--- src/core/rdrg_pkg.sv ---
// package: register map, field layout and carrier types for the rs-485 direction and rx gating block
package rdrg_pkg;

  // ********************************************************************
  // register location and reset
  // ********************************************************************
  localparam logic [2:0] RDRG_AFC_ADDR      = 3'h2;
  localparam logic [2:0] RDRG_AFC_LCR_KEY   = 3'h4;
  localparam logic [7:0] RDRG_AFC_RESET     = 8'h00;
  localparam logic [7:0] RDRG_AFC_WMASK     = 8'hFE;

  // ********************************************************************
  // field positions of alternate_function_control
  // ********************************************************************
  localparam int         RDRG_INFRARED_MODE_ENABLE_BIT      = 1;
  localparam int         RDRG_HDEN_BIT      = 2;
  localparam int         RDRG_LGBLK_BIT     = 3;
  localparam int         RDRG_SNOOP_BIT     = 4;
  localparam int         RDRG_DLY_LSB       = 5;
  localparam int         RDRG_DLY_W         = 3;

  // ********************************************************************
  // carriers
  // ********************************************************************
  typedef struct packed {
    logic [2:0] addr;
    logic [7:0] wdata;
    logic       wr;
    logic       rd;
    logic [2:0] lcr_sel;
  } rdrg_host_req_t;

  typedef struct packed {
    logic fifo_empty;
    logic shift_empty;
    logic fifo_below_thr;
    logic thr_write;
    logic pre_stop;
    logic bit_tick;
  } rdrg_tx_stat_t;

  typedef struct packed {
    logic store_en;
    logic thr_err_irq_en;
    logic timeout_irq_en;
  } rdrg_rx_gate_t;

  typedef enum logic [1:0] {
    DE_IDLE,
    DE_SEND,
    DE_TURN
  } rdrg_de_state_t;

endpackage

--- src/core/rdrg_core.sv ---
// rs-485 driver-enable timing, transmit interrupt shaping and receive gating for a uart
//
// Overview of operation
// - half duplex drives enable high while tx pending
// - half duplex withholds tx interrupt until shifter empty
// - large block gives normal fifo tx interrupts
// - snoop bit gates storing only in half duplex/infrared, timeout in all modes
// - snoop plus half duplex stores all received data
// - half duplex and infrared off gives normal full duplex receive
// - half duplex without snoop blocks receive at all times unless loopback is selected
// - infrared without snoop rejects echo, snoop accepts
// - snoop clear kills timeout interrupt, even rs-232
// - delay field sets bit times enable stays high
// - delay starts once shifter and fifo empty
// - holding fifo write cancels running delay
// - loopback off, snoop set: full receive everywhere
// - loopback off, snoop clear, half/ir: no receive
// - bit one selects infrared serial mode
// - register at address 010 when lcr key 100
// - enable rises before first stop bit
`timescale 1ns/1ps
`default_nettype none
module rdrg_core
  import rdrg_pkg::*;
(
  // clock and reset
  input  wire logic                   clk_i,
  input  wire logic                   rst_i,
  // host register access
  input  wire rdrg_pkg::rdrg_host_req_t host_i,
  output logic [7:0]                  rdata_o,
  output logic                        rsel_o,
  // transmitter status and loopback select from the uart
  input  wire rdrg_pkg::rdrg_tx_stat_t  tx_i,
  input  wire logic                   loopback_select_i,
  // transceiver and uart controls
  output logic                        halfduplex_de_o,
  output logic                        tx_irq_cond_o,
  output logic                        infrared_mode_enable_o,
  output rdrg_pkg::rdrg_rx_gate_t       rx_gate_o
);

  // ********************************************************************
  // state
  // ********************************************************************
  typedef struct packed {
    logic [7:0]     afc;
    logic [7:0]     rdata;
    logic           rsel;
    rdrg_de_state_t de_st;
    logic           de;
    logic           tx_irq;
    logic           ir_en;
    rdrg_rx_gate_t  rx_gate;
  } rdrg_core_state_t;

  localparam rdrg_core_state_t CORE_RESET = '{
    afc:     RDRG_AFC_RESET,
    rdata:   8'h00,
    rsel:    1'b0,
    de_st:   DE_IDLE,
    de:      1'b0,
    tx_irq:  1'b0,
    ir_en:   1'b0,
    rx_gate: '0
  };

  rdrg_core_state_t s_q;
  rdrg_core_state_t s_d;

  // selects the register only under the lcr key
  function automatic logic afc_hit(input rdrg_host_req_t r);
    afc_hit = (r.addr == RDRG_AFC_ADDR) && (r.lcr_sel == RDRG_AFC_LCR_KEY);
  endfunction

  // ********************************************************************
  // decoded fields
  // ********************************************************************
  logic                  hd_en;
  logic                  lg_blk;
  logic                  snoop;
  logic                  ir_en;
  logic [RDRG_DLY_W-1:0] dly;
  logic                  tx_pending;
  logic                  tx_drained;
  logic                  tmr_start;
  logic                  tmr_cancel;
  logic                  tmr_busy;
  logic                  tmr_done;

  always_comb begin
    hd_en      = s_q.afc[RDRG_HDEN_BIT];
    lg_blk     = s_q.afc[RDRG_LGBLK_BIT];
    snoop      = s_q.afc[RDRG_SNOOP_BIT];
    ir_en      = s_q.afc[RDRG_INFRARED_MODE_ENABLE_BIT];
    dly        = s_q.afc[RDRG_DLY_LSB +: RDRG_DLY_W];
    tx_drained = tx_i.fifo_empty && tx_i.shift_empty;
    tx_pending = !tx_drained;
  end

  // ********************************************************************
  // next state
  // ********************************************************************
  always_comb begin
    s_d        = s_q;
    tmr_start  = 1'b0;
    tmr_cancel = 1'b0;

    // reserved bit 0 is not stored and reads as zero
    if (host_i.wr && afc_hit(host_i)) begin
      s_d.afc = host_i.wdata & RDRG_AFC_WMASK;
    end
    s_d.rsel  = host_i.rd && afc_hit(host_i);
    s_d.rdata = (host_i.rd && afc_hit(host_i)) ? s_q.afc : 8'h00;

    s_d.ir_en = ir_en;

    // driver enable sequencing
    unique case (s_q.de_st)
      DE_IDLE: begin
        s_d.de = 1'b0;
        // pending data raises enable well ahead of the first stop bit
        if (hd_en && (tx_pending || tx_i.thr_write || tx_i.pre_stop)) begin
          s_d.de_st = DE_SEND;
          s_d.de    = 1'b1;
        end
      end
      DE_SEND: begin
        s_d.de = 1'b1;
        if (!hd_en) begin
          s_d.de_st = DE_IDLE;
          s_d.de    = 1'b0;
        end else if (tx_drained && !tx_i.thr_write) begin
          tmr_start = 1'b1;
          s_d.de_st = DE_TURN;
        end
      end
      DE_TURN: begin
        s_d.de = 1'b1;
        if (!hd_en) begin
          tmr_cancel = 1'b1;
          s_d.de_st  = DE_IDLE;
          s_d.de     = 1'b0;
        end else if (tx_i.thr_write || tx_pending) begin
          tmr_cancel = 1'b1;
          s_d.de_st  = DE_SEND;
        end else if (tmr_done) begin
          s_d.de_st = DE_IDLE;
          s_d.de    = 1'b0;
        end
      end
    endcase

    // half duplex without large block waits for the shifter to drain
    if (hd_en && !lg_blk) begin
      s_d.tx_irq = tx_drained;
    end else begin
      s_d.tx_irq = tx_i.fifo_below_thr || tx_i.fifo_empty;
    end

    // receive gating; the snoop bit gates storing only in half duplex or infrared, timeout in every mode
    if (loopback_select_i) begin
      s_d.rx_gate.store_en       = 1'b1;
      s_d.rx_gate.thr_err_irq_en = 1'b1;
    end else if (!(hd_en || ir_en)) begin
      s_d.rx_gate.store_en       = 1'b1;
      s_d.rx_gate.thr_err_irq_en = 1'b1;
    end else begin
      // blocking rather than only while sending: echo and bus traffic alike are dropped
      s_d.rx_gate.store_en       = snoop;
      s_d.rx_gate.thr_err_irq_en = snoop;
    end
    // timeout needs snoop in every mode, loopback included
    s_d.rx_gate.timeout_irq_en = snoop && s_d.rx_gate.store_en;
  end

  always_ff @(posedge clk_i) begin
    if (rst_i) begin
      s_q <= CORE_RESET;
    end else begin
      s_q <= s_d;
    end
  end

  // ********************************************************************
  // turnaround timer
  // ********************************************************************
  rdrg_turn_timer #(
    .CNT_W (RDRG_DLY_W)
  ) u_turn_timer (
    .clk_i      (clk_i),
    .rst_i      (rst_i),
    .start_i    (tmr_start),
    .cancel_i   (tmr_cancel),
    .bit_tick_i (tx_i.bit_tick),
    .length_i   (dly),
    .busy_o     (tmr_busy),
    .done_o     (tmr_done)
  );

  // ********************************************************************
  // outputs
  // ********************************************************************
  assign rdata_o                = s_q.rdata;
  assign rsel_o                 = s_q.rsel;
  assign halfduplex_de_o        = s_q.de;
  assign tx_irq_cond_o          = s_q.tx_irq;
  assign infrared_mode_enable_o = s_q.ir_en;
  assign rx_gate_o              = s_q.rx_gate;

  logic hd_irq_ref;
  assign hd_irq_ref = tx_drained;
  logic lg_irq_ref;
  assign lg_irq_ref = tx_i.fifo_below_thr || tx_i.fifo_empty;
endmodule
`default_nettype wire

--- src/core/rdrg_turn_timer.sv ---
// turnaround timer: counts bit times after the transmitter has drained
`timescale 1ns/1ps
`default_nettype none
module rdrg_turn_timer #(
  parameter int CNT_W = 3
) (
  // clock and reset
  input  wire logic             clk_i,
  input  wire logic             rst_i,
  // control
  input  wire logic             start_i,
  input  wire logic             cancel_i,
  input  wire logic             bit_tick_i,
  input  wire logic [CNT_W-1:0] length_i,
  // status
  output logic                  busy_o,
  output logic                  done_o
);

  typedef struct packed {
    logic             run;
    logic [CNT_W-1:0] cnt;
    logic [CNT_W-1:0] len;
    logic             done;
  } rdrg_tmr_state_t;

  localparam rdrg_tmr_state_t TMR_RESET = '0;

  rdrg_tmr_state_t s_q;
  rdrg_tmr_state_t s_d;

  always_comb begin
    s_d      = s_q;
    s_d.done = 1'b0;
    if (cancel_i) begin
      s_d.run = 1'b0;
    end else if (start_i) begin
      // a zero length finishes at once, without waiting for a tick
      s_d.run  = (length_i != '0);
      s_d.done = (length_i == '0);
      s_d.cnt  = '0;
      s_d.len  = length_i;
    end else if (s_q.run && bit_tick_i) begin
      s_d.cnt = s_q.cnt + 1'b1;
      if ((s_q.cnt + 1'b1) == s_q.len) begin
        s_d.run  = 1'b0;
        s_d.done = 1'b1;
      end
    end
  end

  always_ff @(posedge clk_i) begin
    if (rst_i) begin
      s_q <= TMR_RESET;
    end else begin
      s_q <= s_d;
    end
  end

  assign busy_o = s_q.run;
  assign done_o = s_q.done;
endmodule
`default_nettype wire

--- config.mk ---
export PLATFORM = sky130hd
export DESIGN_NAME = rdrg_core
export DESIGN_NICKNAME = d
export VERILOG_FILES = /design/src/core/rdrg_pkg.sv /design/src/core/rdrg_core.sv /design/src/core/rdrg_turn_timer.sv
export SDC_FILE = /design/constraint.sdc
export NUM_CORES = 1
export LEC_CHECK = 0
export BUFFER_PORTS_ARGS = -buffer_cell sky130_fd_sc_hd__buf_2
export CORE_ASPECT_RATIO = 0.6
export CORE_MARGIN = 1
export CORE_UTILIZATION = 30
export CTS_BUF_LIST = sky130_fd_sc_hd__clkbuf_4 sky130_fd_sc_hd__clkbuf_8
export DETAILED_ROUTE_END_ITERATION = 10
export HOLD_SLACK_MARGIN = 0.08
export PLACE_DENSITY = 0.54
export SYNTH_ARGS = -nofsm -noshare
export SYNTH_HDL_FRONTEND = slang
export SYNTH_SLANG_ARGS = --single-unit
export TNS_END_PERCENT = 30
--- constraint.sdc ---
create_clock -name clk_i -period 3.8 [get_ports clk_i]
set_input_delay 0.57 -clock clk_i [delete_from_list [all_inputs] [get_ports clk_i]]
set_output_delay 0.57 -clock clk_i [all_outputs]
set_load 0.03 [all_outputs]
==> Yosys cells after proc, flatten, opt, wreduce, memory -nomap -nowiden <==
Cells that the tools add are included.
{ "totals": {"register_bits": 31, "out_inout_bits": 15, "word_cells": 76} }
{ "classes": {"addsub": 1, "n_eq_ne": 8, "mux": 24, "n_bitwise": 2, "reduce_logical": 27} }
{ "op_table": {"columns": ["op", "count"], "rows": [
  ["two-way mux 1 bit", 13],
  ["two-way mux 2 bit", 5],
  ["logical AND 1 bit", 9],
  ["two-way mux 3 bit", 3],
  ["one-hot mux 3 bit (3 select lines)", 1],
  ["two-way mux 4 bit", 2],
  ["AND reduction 2 bit", 3],
  ["logical OR 1 bit", 4],
  ["inequality test 4 x 3 -> 1 bit, second input constant", 1],
  ["nonzero test 2 bit", 2],
  ["OR reduction 2 bit", 2],
  ["adder 3 x 1 -> 3 bit, second input constant", 1],
  ["== test 3 x 2 -> 1 bit, second input constant", 1],
  ["== test 3 bit", 1],
  ["== test 3 bit, second input constant", 1],
  ["zero test 1 bit", 3],
  ["zero test 3 bit", 1],
  ["inequality test 3 bit, second input constant", 1],
  ["AND reduction 3 bit", 1],
  ["nonzero test 3 bit", 1],
  ["== test 2 x 1 -> 1 bit, second input constant", 1],
  ["== test 2 bit, second input constant", 1],
  ["zero test 2 bit", 1],
  ["inequality test 2 bit, second input constant", 1],
  ["inverter 1 bit", 2]
]} }

==> Logic depth before layout (Yosys ltp) <==
{ "depth": {"depth_word": 8, "depth_mapped": 6, "ltp_nobuf": 6} }

==> Modules after synthesis <==
A second synthesis with hierarchy kept.
{ "unflattened": {"hier_cells": 138, "area_unflattened_um2": 1395.1} }
{ "by_module_without_submodules": {"columns": ["mod", "instances", "cells_per_inst", "area_per_inst_um2", "seq_area_each_um2"], "rows": [
  ["rdrg_core", 1, 97, 984.7, 440.4],
  ["rdrg_turn_timer", 1, 41, 410.4, 160.2]
]} }

==> Worst setup path before layout <==
OpenSTA, ideal clock, no wires.
{ "synth_path": {"path_type": "input -> register", "startpoint": "input tx_i[2] in the netlist's numbering", "endpoint": "register s_q[7] in the netlist's numbering", "arrival_time_ns": 1.709, "setup_slack_ns": 2.004, "stages": 5, "n_path_buf": 1, "path_cell_list": "and3b_1 -> buf_6 -> mux2_4 -> or4_1 -> o31ai_1"} }
{ "synth_between": {"elab_chain_cells": 5} }
{ "synth_lines": {"columns": ["element", "line_no", "source"], "rows": [
  ["start, declared", "rdrg_core.sv:34", "input wire rdrg_pkg::rdrg_tx_stat_t tx_i,"],
  ["logical OR 1 bit", "rdrg_core.sv:123, rdrg_core.sv:144", null],
  ["logical OR 1 bit", "rdrg_core.sv:123", "if (hd_en && (tx_pending || tx_i.thr_write || tx_i.pre_stop)) begin"],
  ["logical AND 1 bit", "rdrg_core.sv:123", null],
  ["inequality test 2 bit (no line)", null, null],
  ["AND reduction 3 bit (no line)", null, null],
  ["end signal, assigned", "rdrg_core.sv:179", "s_q <= CORE_RESET;"],
  ["end signal, assigned", "rdrg_core.sv:181", "s_q <= s_d;"],
  ["end, declared", "rdrg_core.sv:68", "rdrg_core_state_t s_q;"]
]} }
Parallel ways exist; a longest one is shown, timed or not.
A chain may end at the register's enable or synchronous reset.

==> Worst setup path in the final report <==
{ "layout_path": {"startpoint": "register s_q[7] in the netlist's numbering", "endpoint": "register s_q[7] in the netlist's numbering"} }
{ "layout_between": {"elab_chain_cells": 3} }
{ "layout_lines": {"columns": ["element", "line_no", "source"], "rows": [
  ["== test 2 bit, or another cell as far along", "rdrg_core.sv:119", "unique case (s_q.de_st)"],
  ["inequality test 4 x 3 -> 1 bit (no line), or another cell as far along", null, null],
  ["AND reduction 3 bit (no line)", null, null]
]} }
Parallel ways exist; a longest one is shown, timed or not.

==> metrics.cfg <==
[critical_path]
reg2regPathDepth=6
cpPeakStageDelay_ns=0.46
crit_type=reg -> reg
crit_chain=inv_1 > ha_1 > and2_2 > mux2_4 > or4_1 > o31ai_1
r2r-end=s_q[7]$_SDFFE_PP0P_
crit_fanout=4
required_ns=3.99
r2r-start=s_q[7]$_SDFFE_PP0P_
cp.arrival_ns=1.99
cp_slowest_cell=or4_1
critPathCaptureType=flop
r2r_setup_slack_ns=1.99
start_kind=flop

[floorplan]
start_util_pct=32.24
io_pins=40
die_w_um=89.09
dieArea_um2=4833
die_y_um=54.25
core_um2=4234
fp-row-count=18

[clock_network]
numCtsBuffers=5
post_cts_buffers=0
clockBufferDepth=2
cts_tree=done
clock_latency_ns=0.29
cts_max_level=2
cts_num_sinks=30
cts-hold-fix-buffers=0
path_clk_slew_ns=0.07
cts_resized=0
root_buffer=clkbuf_8

[timing]
slew_violations=0
final_hold_viol_count=0
slew-limit-headroom_pct=45.91
worst_pin_slew_ns=0.8052
finalSetupViolCount=0
post-route-period-util_pct=47.53
fin_worst_skew_ns=0.003999
rsz0062_at_grt=false
fmax_ghz=0.5537
post-route-min-period_ns=1.806
fin_tns_setup_ns=0

[global_route]
globalRouteTotalUtil_pct=12.69
grt_remaining_overflow=0
grt_pass1_wl_um=4374
grt_pass1_vias=989
antenna_found_initial=0
grt_max_degree=28

[logic_synthesis]
synth_fa_ha_area_share_pct=3.666
syn-instance-count=144
synth_edf_count=0
synth.distinct_cells=39
synth-xor-area-share_pct=2.566
yosysWarnings=0
synth.area.mux_share_pct=6.233
synthTopCellsByCount=30 x dfxtp_1, 12 x nor2_1, 11 x buf_4
async_flop_share_pct=0
synth_top_family_by_area=simple AND/OR/NAND/NOR gates
avgSynthCellArea_um2=9.480
yosysSeqAreaShare_pct=44.00
synth_nets=173
synth-simple-area-share_pct=21.26
ys_ff_latch=30
yosysTopAreaCellShare_pct=44.00
synth_area_leader_cell=dfxtp_1
yosys.cell_count.top_type=dfxtp_1
synth-main-ff-cell=dfxtp_1
synth_compound_area_share_pct=11.00
synth_area_leaders=dfxtp_1 44%, buf_4 6.0%, mux2i_1 5.1%
synth.cell_area_um2=1365

[routing]
wl_per_cell_um=12.03
vias=1030
first_pass_iters=4
drt_iter0_markers=21
vias_per_cell=4.440
antenna_left=0
drcViolationCount=0
wl_um=2790

[worst_hold_path]
hold_depth=2
min_path_type=reg -> reg
hold_path.startpoint=u_turn_timer.s_q[1]$_SDFFE_PP0P_
hold_end=u_turn_timer.s_q[1]$_SDFFE_PP0P_

[pwr]
powerDensity_nw_per_um2=418.3
clkPwrFrac_pct=48.2
switching_share_pct=21.91
p_int_uw=523.9
ir_worst_vdd_mv=0.1692
switchingPower_uw=147.0
seq_power_share_pct=47.2
combPwrFrac_pct=4.5
power.total_uw=670.9
p_leak_nw=0.7261

[placement]
gp_congestion=0.8920
dp_hpwl_um=2076
port-buffer-count=37

[cells_and_area]
nets=200
n_antenna_cell=0
syn_to_final_growth_pct=17.51
fillers=444
drive_gt1_share_pct=29.07

[job]
maxCapViolations=0

[outcome]
outcome=complete, no violations

cell families (layout without fill, tap and decap cells):
kind of cell,after synthesis,in the layout
and+or+nand+nor,52,52
DFF,30,30
AOI/OAI and AO/OA,24,24
buffers and inverters,21,49
muxes,8,8
adders and majority gates,4,4
xor gates and xnor gates,4,4
other,1,1
layout make-up:
type	count	area [um2]	area share, %
clock buffer	5	68.82	4.290
clock inverter	3	45.04	2.808
inverter	4	15.01	0.9360
multi-input combinational	93	614.3	38.30
sequential	30	600.6	37.44
tap	60	75.07	4.680
timing repair buffer	37	185.2	11.54
state kept, by name, indices dropped and copies added (netlist names), 2 cells and up:
name and count:
rdata_o 7, u_turn_timer.s_q 6, dly 3, s_q 3, rx_gate_o 2
critical path, delay by kind of cell, from the launching register on:
family	cells	cell delay, ns
adder cells (fa/ha/maj)	1	0.21
buffers and inverters	1	0.08
AND/OR/NAND/NOR	2	0.68
multiplexers	1	0.29
flip-flops	1	0.35
AO/OA/AOI/OAI	1	0.09
layout by cell type, fill, tap and decap left out, drive strengths merged, types with 2 or more instances in the layout:
cell type / instances
clkinvlp: 2
ha: 4
clkbuf: 5
nor3: 3
xnor2: 2
o41ai: 2
o21ai: 5
or4: 3
nand2: 10
a21oi: 11
buf: 37
mux2i: 7
nor2: 12
nor2b: 4
and3b: 2
dfxtp: 30
xor2: 2
inv: 4
and2: 9
per-layer routing:
metal  share of wire, %  track usage (%)
met1                 50            14.89
met3                6.0            4.676
met4                2.0            6.878
met2                 42            20.61
met5                  0                0
power groups by stage:
| stage | Clock [mW] | Sequential (mW) | Combinational, mW |
|---|---|---|---|
| floorplan | 0 | 0.325 | 0.0184 |
| global placement | 0 | 0.324 | 0.0294 |
| detailed placement | 0 | 0.324 | 0.0304 |
| CTS | 0.332 | 0.317 | 0.0304 |
| global route | 0.346 | 0.317 | 0.0334 |
| finish | 0.324 | 0.317 | 0.0304 |
per-stage QoR:
step | cell area [um2] | setup slack (ns) | utilization (%) | instances | hold WS [ns]
2_1_floorplan | 1365 | 2.004 | - | 144 | 0.4455
6_report | 1604 | 1.994 | 37.88 | 232 | 0.4690
5_1_grt | 1604 | 1.945 | 37.88 | 232 | 0.5009
4_1_cts | 1604 | 1.976 | 37.88 | 232 | 0.4726
3_3_place_gp | 1490 | 1.780 | 35.20 | 224 | 0.4618
3_5_place_dp | 1490 | 1.737 | 35.20 | 224 | 0.4626
worst max-delay path by stage:
stage / startpoint / to / slack [ns]
after global placement: tx_i[2] / s_q[7]$_SDFFE_PP0P_ / 1.78
after detailed placement: tx_i[2] / s_q[7]$_SDFFE_PP0P_ / 1.74
final: s_q[7]$_SDFFE_PP0P_ / s_q[7]$_SDFFE_PP0P_ / 1.99
after CTS: s_q[7]$_SDFFE_PP0P_ / s_q[7]$_SDFFE_PP0P_ / 1.98
after global routing: s_q[7]$_SDFFE_PP0P_ / s_q[7]$_SDFFE_PP0P_ / 1.95
after floorplan: tx_i[2] / s_q[7]$_SDFFE_PP0P_ / 2.00
(Power assumes the default switching activity.)
